`src/core_pkg.sv`:
```
package core_pkg;

    // ------------------------------------------------------------------
    // Timing
    // ------------------------------------------------------------------
    localparam int                  INSTR_CLOCKS = 4;
    localparam int                  PHASE_W      = $clog2(INSTR_CLOCKS);
    localparam logic [PHASE_W-1:0]  LAST_PHASE   = PHASE_W'(INSTR_CLOCKS - 1);
    localparam logic [PHASE_W-1:0]  PHASE_RESET  = '0;

    // ------------------------------------------------------------------
    // Instruction word layout
    // ------------------------------------------------------------------
    localparam int                  WORD_W       = 16;
    localparam int                  DATA_W       = 8;
    localparam int                  OPC_LSB      = 11;
    localparam int                  OPC_MSB      = 15;
    localparam int                  BIT_LSB      = 8;
    localparam int                  BIT_MSB      = 10;

    // ------------------------------------------------------------------
    // Data memory map and reset values
    // ------------------------------------------------------------------
    localparam int                  PC_LOW_INDEX = 0;
    localparam logic [DATA_W-1:0]   PC_RESET     = 8'h00;
    localparam logic [DATA_W-1:0]   ACC_RESET    = 8'h00;
    localparam logic [DATA_W-1:0]   RAM_RESET    = 8'h00;
    localparam logic                FLAG_RESET   = 1'b0;

    // ------------------------------------------------------------------
    // Types
    // ------------------------------------------------------------------
    typedef enum logic [4:0] {
        OP_NOP          = 5'h00, OP_XFER_A_MEM   = 5'h01,
        OP_XFER_MEM_A   = 5'h02, OP_XFER_A_IMM   = 5'h03,
        OP_ADD_A_MEM    = 5'h04, OP_ADD_A_IMM    = 5'h05,
        OP_SUB_A_MEM    = 5'h06, OP_SUB_A_IMM    = 5'h07,
        OP_ADD_ONE_MEM  = 5'h08, OP_ADD_ONE_ACC  = 5'h09,
        OP_SUB_ONE_MEM  = 5'h0A, OP_SUB_ONE_ACC  = 5'h0B,
        OP_AND_A_MEM    = 5'h0C, OP_OR_A_MEM     = 5'h0D,
        OP_XOR_A_MEM    = 5'h0E, OP_INVERT_MEM   = 5'h0F,
        OP_INVERT_ACC   = 5'h10, OP_ROT_RIGHT    = 5'h11,
        OP_ROT_LEFT     = 5'h12, OP_ROT_RIGHT_C  = 5'h13,
        OP_ROT_LEFT_C   = 5'h14, OP_JUMP         = 5'h15,
        OP_CALL         = 5'h16, OP_SUB_EXIT     = 5'h17,
        OP_IRQ_EXIT     = 5'h18, OP_SKIP_ZERO    = 5'h19,
        OP_SKIP_BIT_CLR = 5'h1A, OP_SKIP_BIT_SET = 5'h1B,
        OP_SET_BIT      = 5'h1C, OP_CLEAR_BIT    = 5'h1D,
        OP_TABLE_READ   = 5'h1E, OP_CLEAR_MEM    = 5'h1F
    } op_t;

    typedef enum logic [3:0] {
        ALU_PASS = 4'h0, ALU_ADD = 4'h1, ALU_SUB  = 4'h2, ALU_INC  = 4'h3,
        ALU_DEC  = 4'h4, ALU_AND = 4'h5, ALU_OR   = 4'h6, ALU_XOR  = 4'h7,
        ALU_INV  = 4'h8, ALU_ROR = 4'h9, ALU_ROL  = 4'hA, ALU_RORC = 4'hB,
        ALU_ROLC = 4'hC
    } alu_op_t;

    typedef enum logic [1:0] {
        ST_EXEC  = 2'b01,
        ST_FLUSH = 2'b10
    } core_state_t;

endpackage : core_pkg

```
`src/alu_if.sv`:
```
`timescale 1ns/1ps
interface alu_if;
    import core_pkg::*;

    alu_op_t            op;
    logic [DATA_W-1:0]  a;
    logic [DATA_W-1:0]  b;
    logic               cin;
    logic [DATA_W-1:0]  result;
    logic               cout;
    logic               zero;

    modport core (output op, a, b, cin, input result, cout, zero);
    modport unit (input op, a, b, cin, output result, cout, zero);

endinterface : alu_if

```
`src/alu_unit.sv`:
```
`timescale 1ns/1ps
module alu_unit
    import core_pkg::*;
(
    alu_if.unit bus
);

    logic [DATA_W:0] sum;
    logic [DATA_W:0] diff;

    assign sum  = {1'b0, bus.a} + {1'b0, bus.b};
    assign diff = {1'b0, bus.a} - {1'b0, bus.b};

    // ------------------------------------------------------------------
    // Operations
    // ------------------------------------------------------------------
    always_comb
    begin
        bus.result = bus.a;
        bus.cout   = bus.cin;
        case (bus.op)
            ALU_PASS: bus.result = bus.a;
            ALU_ADD:
            begin
                bus.result = sum[DATA_W-1:0];
                bus.cout   = sum[DATA_W];
            end
            ALU_SUB:
            begin
                // Carry set means a borrow happened
                bus.result = diff[DATA_W-1:0];
                bus.cout   = diff[DATA_W];
            end
            ALU_INC:  bus.result = bus.a + 8'h01;
            ALU_DEC:  bus.result = bus.a - 8'h01;
            ALU_AND:  bus.result = bus.a & bus.b;
            ALU_OR:   bus.result = bus.a | bus.b;
            ALU_XOR:  bus.result = bus.a ^ bus.b;
            ALU_INV:  bus.result = ~bus.a;
            ALU_ROR:  bus.result = {bus.a[0], bus.a[DATA_W-1:1]};
            ALU_ROL:  bus.result = {bus.a[DATA_W-2:0], bus.a[DATA_W-1]};
            ALU_RORC:
            begin
                bus.result = {bus.cin, bus.a[DATA_W-1:1]};
                bus.cout   = bus.a[0];
            end
            ALU_ROLC:
            begin
                bus.result = {bus.a[DATA_W-2:0], bus.cin};
                bus.cout   = bus.a[DATA_W-1];
            end
            default:  bus.result = bus.a;
        endcase
    end

    assign bus.zero = (bus.result == 8'h00);

endmodule : alu_unit

```
`src/instruction_timing_execution.sv`:
```
`timescale 1ns/1ps
module instruction_timing_execution
    import core_pkg::*;
#(
    parameter int DATA_DEPTH = 16
)
(
    input  wire logic               clk,
    input  wire logic               reset,
    input  wire logic [WORD_W-1:0]  progData,
    output      logic [DATA_W-1:0]  progAddr,
    output      logic               instrDone,
    output      logic [DATA_W-1:0]  acc,
    output      logic               carryFlag,
    output      logic               zeroFlag,
    output      logic               globalIrqEnable
);

    localparam int ADDR_W = $clog2(DATA_DEPTH);

    // ------------------------------------------------------------------
    // State
    // ------------------------------------------------------------------
    typedef struct packed {
        core_state_t                        state;
        logic [PHASE_W-1:0]                 phase;
        logic [DATA_W-1:0]                  pc;
        logic [DATA_W-1:0]                  fetchAddr;
        logic [DATA_W-1:0]                  retAddr;
        logic [DATA_W-1:0]                  acc;
        logic                               carry;
        logic                               zero;
        logic                               gie;
        logic                               tabRead;
        logic                               done;
        logic [DATA_DEPTH-1:0][DATA_W-1:0]  ram;
    } core_t;

    core_t                  s;
    core_t                  next_s;
    alu_if                  alu ();

    op_t                    op;
    logic [2:0]             bitSel;
    logic [DATA_W-1:0]      operand;
    logic [ADDR_W-1:0]      idx;
    logic [DATA_W-1:0]      memRd;
    logic [DATA_W-1:0]      bitMask;
    logic                   wrAcc;
    logic                   wrMem;
    logic                   updC;
    logic                   updZ;
    logic                   longOp;
    logic                   skipTest;
    logic                   skipCond;
    logic                   pcWrite;
    logic                   skipNow;
    logic                   extraNow;
    logic                   execNow;

    alu_unit u_alu (
        .bus (alu)
    );

    // ------------------------------------------------------------------
    // Decode
    // ------------------------------------------------------------------
    assign op      = op_t'(progData[OPC_MSB:OPC_LSB]);
    assign bitSel  = progData[BIT_MSB:BIT_LSB];
    assign operand = progData[DATA_W-1:0];
    assign idx     = operand[ADDR_W-1:0];
    // Location zero aliases the program counter low byte
    assign memRd   = (idx == ADDR_W'(PC_LOW_INDEX)) ? s.pc : s.ram[idx];
    assign bitMask = 8'h01 << bitSel;

    always_comb
    begin
        alu.op   = ALU_PASS;
        alu.a    = s.acc;
        alu.b    = memRd;
        alu.cin  = s.carry;
        wrAcc    = 1'b0;
        wrMem    = 1'b0;
        updC     = 1'b0;
        updZ     = 1'b0;
        longOp   = 1'b0;
        skipTest = 1'b0;
        skipCond = 1'b0;
        case (op)
            OP_NOP:          wrAcc = 1'b0;
            OP_XFER_A_MEM:   begin alu.a = memRd; wrAcc = 1'b1; end
            OP_XFER_MEM_A:   wrMem = 1'b1;
            OP_XFER_A_IMM:   begin alu.a = operand; wrAcc = 1'b1; end
            OP_ADD_A_MEM, OP_ADD_A_IMM, OP_SUB_A_MEM, OP_SUB_A_IMM:
            begin
                alu.op = (op == OP_ADD_A_MEM || op == OP_ADD_A_IMM) ? ALU_ADD : ALU_SUB;
                if (op == OP_ADD_A_IMM || op == OP_SUB_A_IMM)
                    alu.b = operand;
                wrAcc = 1'b1;
                updC  = 1'b1;
                updZ  = 1'b1;
            end
            OP_ADD_ONE_MEM, OP_ADD_ONE_ACC, OP_SUB_ONE_MEM, OP_SUB_ONE_ACC:
            begin
                alu.op = (op == OP_ADD_ONE_MEM || op == OP_ADD_ONE_ACC) ? ALU_INC : ALU_DEC;
                alu.a  = memRd;
                wrMem  = (op == OP_ADD_ONE_MEM || op == OP_SUB_ONE_MEM);
                wrAcc  = !wrMem;
                updZ   = 1'b1;
            end
            OP_AND_A_MEM:    begin alu.op = ALU_AND; wrAcc = 1'b1; updZ = 1'b1; end
            OP_OR_A_MEM:     begin alu.op = ALU_OR; wrAcc = 1'b1; updZ = 1'b1; end
            OP_XOR_A_MEM:    begin alu.op = ALU_XOR; wrAcc = 1'b1; updZ = 1'b1; end
            OP_INVERT_MEM, OP_INVERT_ACC:
            begin
                alu.op = ALU_INV;
                alu.a  = memRd;
                wrMem  = (op == OP_INVERT_MEM);
                wrAcc  = (op == OP_INVERT_ACC);
                updZ   = 1'b1;
            end
            OP_ROT_RIGHT:    begin alu.op = ALU_ROR; alu.a = memRd; wrMem = 1'b1; end
            OP_ROT_LEFT:     begin alu.op = ALU_ROL; alu.a = memRd; wrMem = 1'b1; end
            OP_ROT_RIGHT_C:
            begin
                alu.op = ALU_RORC;
                alu.a  = memRd;
                wrMem  = 1'b1;
                updC   = 1'b1;
            end
            OP_ROT_LEFT_C:
            begin
                alu.op = ALU_ROLC;
                alu.a  = memRd;
                wrMem  = 1'b1;
                updC   = 1'b1;
            end
            OP_JUMP, OP_CALL, OP_SUB_EXIT, OP_IRQ_EXIT, OP_TABLE_READ:
                longOp = 1'b1;
            OP_SKIP_ZERO:    begin skipTest = 1'b1; skipCond = (memRd == 8'h00); end
            OP_SKIP_BIT_CLR: begin skipTest = 1'b1; skipCond = !memRd[bitSel]; end
            OP_SKIP_BIT_SET: begin skipTest = 1'b1; skipCond = memRd[bitSel]; end
            // Read-modify-write in one cycle so no other bit can change
            OP_SET_BIT:      begin alu.a = memRd | bitMask; wrMem = 1'b1; end
            OP_CLEAR_BIT:    begin alu.a = memRd & ~bitMask; wrMem = 1'b1; end
            OP_CLEAR_MEM:    begin alu.a = 8'h00; wrMem = 1'b1; end
            default:         wrAcc = 1'b0;
        endcase
    end

    assign pcWrite  = wrMem && (idx == ADDR_W'(PC_LOW_INDEX));
    assign skipNow  = skipTest && skipCond;
    assign extraNow = longOp || pcWrite || skipNow;
    assign execNow  = (s.state == ST_EXEC) && (s.phase == LAST_PHASE);

    // ------------------------------------------------------------------
    // Next state
    // ------------------------------------------------------------------
    always_comb
    begin
        logic [DATA_W-1:0] pcNext;
        pcNext = s.pc + 8'h01;
        next_s = s;
        next_s.done = 1'b0;
        // Program data is sampled only in the last clock of the cycle
        next_s.phase = (s.phase == LAST_PHASE) ? PHASE_RESET : s.phase + PHASE_W'(1);
        if (s.phase == LAST_PHASE)
        begin
            case (s.state)
                ST_EXEC:
                begin
                    if (wrAcc)
                        next_s.acc = alu.result;
                    if (updC)
                        next_s.carry = alu.cout;
                    if (updZ)
                        next_s.zero = alu.zero;
                    if (wrMem && !pcWrite)
                        next_s.ram[idx] = alu.result;
                    case (op)
                        OP_JUMP:     pcNext = operand;
                        OP_CALL:
                        begin
                            // Single return slot: nested calls overwrite it
                            next_s.retAddr = s.pc + 8'h01;
                            pcNext = operand;
                        end
                        OP_SUB_EXIT: pcNext = s.retAddr;
                        OP_IRQ_EXIT:
                        begin
                            pcNext = s.retAddr;
                            next_s.gie = 1'b1;
                        end
                        default:     pcNext = pcNext;
                    endcase
                    if (pcWrite)
                        pcNext = alu.result;
                    if (skipNow)
                        pcNext = s.pc + 8'h02;
                    next_s.pc        = pcNext;
                    next_s.tabRead   = (op == OP_TABLE_READ);
                    next_s.fetchAddr = (op == OP_TABLE_READ) ? operand : pcNext;
                    if (extraNow)
                        next_s.state = ST_FLUSH;
                    else
                        next_s.done = 1'b1;
                end
                ST_FLUSH:
                begin
                    if (s.tabRead)
                        next_s.acc = progData[DATA_W-1:0];
                    next_s.tabRead   = 1'b0;
                    next_s.fetchAddr = s.pc;
                    next_s.state     = ST_EXEC;
                    next_s.done      = 1'b1;
                end
                default:     next_s.state = ST_EXEC;
            endcase
        end
    end

    always_ff @(posedge clk)
    begin
        if (reset)
        begin
            s.state     <= ST_EXEC;
            s.phase     <= PHASE_RESET;
            s.pc        <= PC_RESET;
            s.fetchAddr <= PC_RESET;
            s.retAddr   <= PC_RESET;
            s.acc       <= ACC_RESET;
            s.carry     <= FLAG_RESET;
            s.zero      <= FLAG_RESET;
            s.gie       <= FLAG_RESET;
            s.tabRead   <= FLAG_RESET;
            s.done      <= FLAG_RESET;
            s.ram       <= {DATA_DEPTH{RAM_RESET}};
        end
        else
            s <= next_s;
    end

    assign progAddr        = s.fetchAddr;
    assign instrDone       = s.done;
    assign acc             = s.acc;
    assign carryFlag       = s.carry;
    assign zeroFlag        = s.zero;
    assign globalIrqEnable = s.gie;

    logic [DATA_W:0] immSum;
    assign immSum = {1'b0, s.acc} + {1'b0, operand};
endmodule : instruction_timing_execution

```
`config.mk`:
```
export PLATFORM = sky130hd
export DESIGN_NAME = instruction_timing_execution
export DESIGN_NICKNAME = d
export VERILOG_FILES = /design/src/core_pkg.sv /design/src/alu_if.sv /design/src/alu_unit.sv /design/src/instruction_timing_execution.sv
export SDC_FILE = /design/constraint.sdc
export NUM_CORES = 1
export LEC_CHECK = 0
export BUFFER_PORTS_ARGS = -buffer_cell sky130_fd_sc_hd__buf_2
export CAP_MARGIN = 20
export CORE_UTILIZATION = 45
export DETAILED_ROUTE_END_ITERATION = 10
export PLACE_DENSITY = 0.73
export SYNTH_ARGS = -nofsm -noshare
export SYNTH_HDL_FRONTEND = slang
export SYNTH_SLANG_ARGS = --single-unit
```
`constraint.sdc`:
```
create_clock -name clk -period 7.3 [get_ports clk]
set_input_delay 2.19 -clock clk [delete_from_list [all_inputs] [get_ports clk]]
set_output_delay 2.19 -clock clk [all_outputs]
set_load 0.005 [all_outputs]
```
==> summary.md <==
| Metric | Value |
|---|---|
| Crit-path slowest cell | `or4_1` |
| Async S/R FF share, synth | `0%` |
| Post-CTS setup buffer count | `0` |
| Worst Hold Class | `flop to flop` |
| Skew-Pair Late Insertion Delay | `0.45 ns` |
| Cells after synthesis | `1329` |
| Crit path launch type | `input pin` |
| Worst Path Max Fanout | `23` |
| Commonest non-fill, non-tap cells in the layout | `nor2_1, dfxtp_1, mux2i_1` |
| Site row count | `56` |
| NumNets Final | `1427` |
| Yosys reg bits | `161` |
| Clock sinks | `161` |
| Post-DP HPWL | `25900 µm` |
| Largest area contributor in the netlist | `dfxtp_1` |
| Final WL | `36000 µm` |
| Yosys cell types | `91` |
| Unrepaired setup endpoints after global routing | `false` |
| Fraction of layout cells with a size suffix above 1 | `15.4%` |
| Tmin final | `6.91 ns` |
| Min-Delay Endpoint | `s[165]` |
| Outcome | `completed` |
| Chip Width | `157 µm` |
| Pin count of the biggest net entering global routing | `117` |
| Clock Path Buffers | `2` |
| Worst-Margin Slew | `1.13 ns` |
| Slew Limit Headroom | `24.4%` |
| CP Class | `input pin to flop` |
| Crit Reg-Reg Startpoint | `s[120]` |
| Synthesized area | `10800 µm²` |
| Final number of hold-violating endpoints | `0` |
| Synth area leaders | `dfxtp_1, mux2i_1, nor2_1` |
| Cells on Worst Hold Path | `1` |
| Vias | `10600` |
| Hold Buf Count CTS | `0` |
| Max Cap Viol | `0` |
| CTS resizes | `0` |
| Worst EP required | `7.66 ns` |
| Total gr overflow | `0` |
| Post-route setup TNS | `0 ns` |
| Hold Crit Start | `s[165]` |
| Final cycle utilization of the critical path | `94.6%` |
| Syn_nets | `1385` |
| All-Layer GR Usage | `29.7%` |
| Area of the multi-input gates | `6860 µm²` |
| Storage element area | `3220 µm²` |
| Simple-Gate Fraction of Synth Area | `19.3%` |
| Pwr/cell area | `185 nW/µm²` |
| Mean Syn Cell Area | `8.13 µm²` |
| DR pass1 iterations | `8` |
| R2r endpoint | `zeroFlag` |
| Largest family of logic cells by synthesized area | `compound AO/OA/AOI/OAI gates` |
| Commonest non-fill, non-tap cell in the layout | `nor2_1` |
| Number of flops mapped to enable cells by yosys | `0` |
| Slowest stage delay, CP | `0.51 ns` |
| Critical path endpoint category | `flop` |
| Fill cells | `2226` |
| H-tree depth | `4` |
| Worst path arrival time | `7.27 ns` |
| Top Ports | `38` |
| Synth Area in Adders | `4.61%` |
| Final cell count without fillers | `1704` |
| DRC errors left | `0` |
| Synth Area in XOR/XNOR | `1.46%` |
| Port Buffers | `37` |
| R2R setup slack | `2.28 ns` |
| CTS tree | `yes` |
| Core ar. | `23500 µm²` |
| Post-synthesis mux area share | `16.6%` |
| Max Clock Skew | `0.0165 ns` |
| Final Core Density | `52.1%` |
| Reg2Reg Depth | `18` |
| Peak supply drop | `0.150 mV` |
| Final setup vio count | `0` |
| Worst-path clk slew | `0.08 ns` |
| Die height | `157 µm` |
| Die area | `24600 µm²` |
| Ys Warns | `0` |
| Routability cong. | `1.04` |
| Vias per inst | `6.21` |
| Hold slack | `0.425 ns` |
| Drt wl/cell | `21.1 µm` |
| Ys flop type | `dfxtp_1` |
| CTS Root Cell | `clkbuf_16` |
| Synth-to-Final Area Change | `13.5%` |
| TritonCTS Buffers | `17` |
| Synth Area in Compound Gates | `21.5%` |
| Power Total | `2270 µW` |
| Global-route wire length before repair | `55700 µm` |
| Vias in the first global route | `9709` |
| Initial antenna violation count | `1` |
| Fmax | `145 MHz` |
| CP dominant cell by count | `buf_4` |
| Slew Viols, Final | `0` |
| Dpl cells | `1669` |
| CP cell instances | `buf_2 -> buf_12 -> mux2i_1 -> o22ai_1 -> o22ai_1 -> buf_4 -> a32oi_1 -> o22ai_1 -> buf_4 -> inv_1 -> ha_1 -> fa_1 -> a21oi_1 -> o21bai_1 -> buf_4 -> a32o_1 -> o21ai_0 -> o211a_1 -> o221ai_1 -> buf_4 -> or4_1 -> o41ai_2` |
| Post-synthesis sequential area ratio | `29.8%` |
| DR iter-0 viols | `1193` |
| Antenna Nets Post-Route | `0` |
| Initial core utilization | `45.9%` |
| Top cell type's share of synthesized area | `29.8%` |
| Leakage power | `0.00458 µW` |
## flip-flops by register name, summed over array words and instances (netlist names)
signal / count
s: 141
acc: 8
progAddr: 8
carryFlag: 1
globalIrqEnable: 1
instrDone: 1
zeroFlag: 1
## area by class of cell
| cell class | instances | share of cell area [%] |
|---|---|---|
| multi-input combinational | 1007 | 55.9 |
| sequential | 161 | 26.3 |
| timing repair buffer | 138 | 8.31 |
| clock buffer | 17 | 3.47 |
| tap | 319 | 3.25 |
| inverter | 46 | 1.41 |
| clock inverter | 15 | 1.37 |
| antenna | 1 | 0.0204 |
## cell families after synthesis
| logic type | Yosys count |
|---|---|
| buffers and inverters | 161 |
| adders and majority gates | 38 |
| and+or+nand+nor | 453 |
| muxes | 157 |
| AOI/OAI and AO/OA | 341 |
| DFF | 161 |
| xor gates and xnor gates | 18 |
## metrics by stage
| step | setup slack [ns] | instance area, µm² |
|---|---|---|
| 5_1_grt | 0.226 | 12300 |
| 4_1_cts | 0.639 | 12200 |
| 2_1_floorplan | 0.383 | 10800 |
| 3_3_place_gp | 0.280 | 11600 |
| 6_report | 0.391 | 12300 |
| 3_5_place_dp | 0.180 | 11600 |
## power breakdown
group	internal (µW)	switching (µW)
clock	457	435
sequential	886	9.13
combinational	177	310
total	1520	755
## routing by layer
layer	GRT usage [%]	wire length, µm	vias up
met3	6.31	3630	90
met5	0	0	-
li1	-	-	4887
met1	39.9	15300	5029
met2	46.6	16000	576
met4	11.1	1040	0
## worst max path at each step
stage                start  endpoint  slack [ns]  cells after the start
2_1_floorplan  progData[1]  zeroFlag        0.38                     18
3_3_place_gp   progData[1]  zeroFlag        0.28                     22
3_5_place_dp   progData[1]  zeroFlag        0.18                     19
4_1_cts        progData[1]  zeroFlag        0.64                     19
5_1_grt        progData[1]  zeroFlag        0.23                     22
6_report       progData[1]  zeroFlag        0.39                     22
## worst max-delay path, delay by kind of cell
family                     cells  cell delay (ns)
AOI/OAI and AO/OA             11             2.27
adders and majority gates      2             0.67
buffers and inverters          7             1.36
muxes                          1             0.24
and+or+nand+nor                1             0.51
## synth_stat cells (7+ instances only)
cell type	instances
xnor2_1	10
a22oi_1	12
inv_1	45
o21ai_0	64
buf_2	18
nand3_1	24
a211oi_1	25
nor2b_1	21
and3_1	10
nand2b_1	17
xor2_1	8
mux2_2	7
clkbuf_1	69
a221oi_1	13
buf_4	19
nor2_1	196
dfxtp_1	161
o22ai_1	21
a31oi_1	17
mux4_2	13
mux2i_1	134
nor3_1	21
o21ai_1	7
and2_1	9
a21oi_1	73
nand2_1	103
o221ai_1	8
o211ai_1	14
ha_1	35
Note: power is estimated with default switching activity, not from simulation.
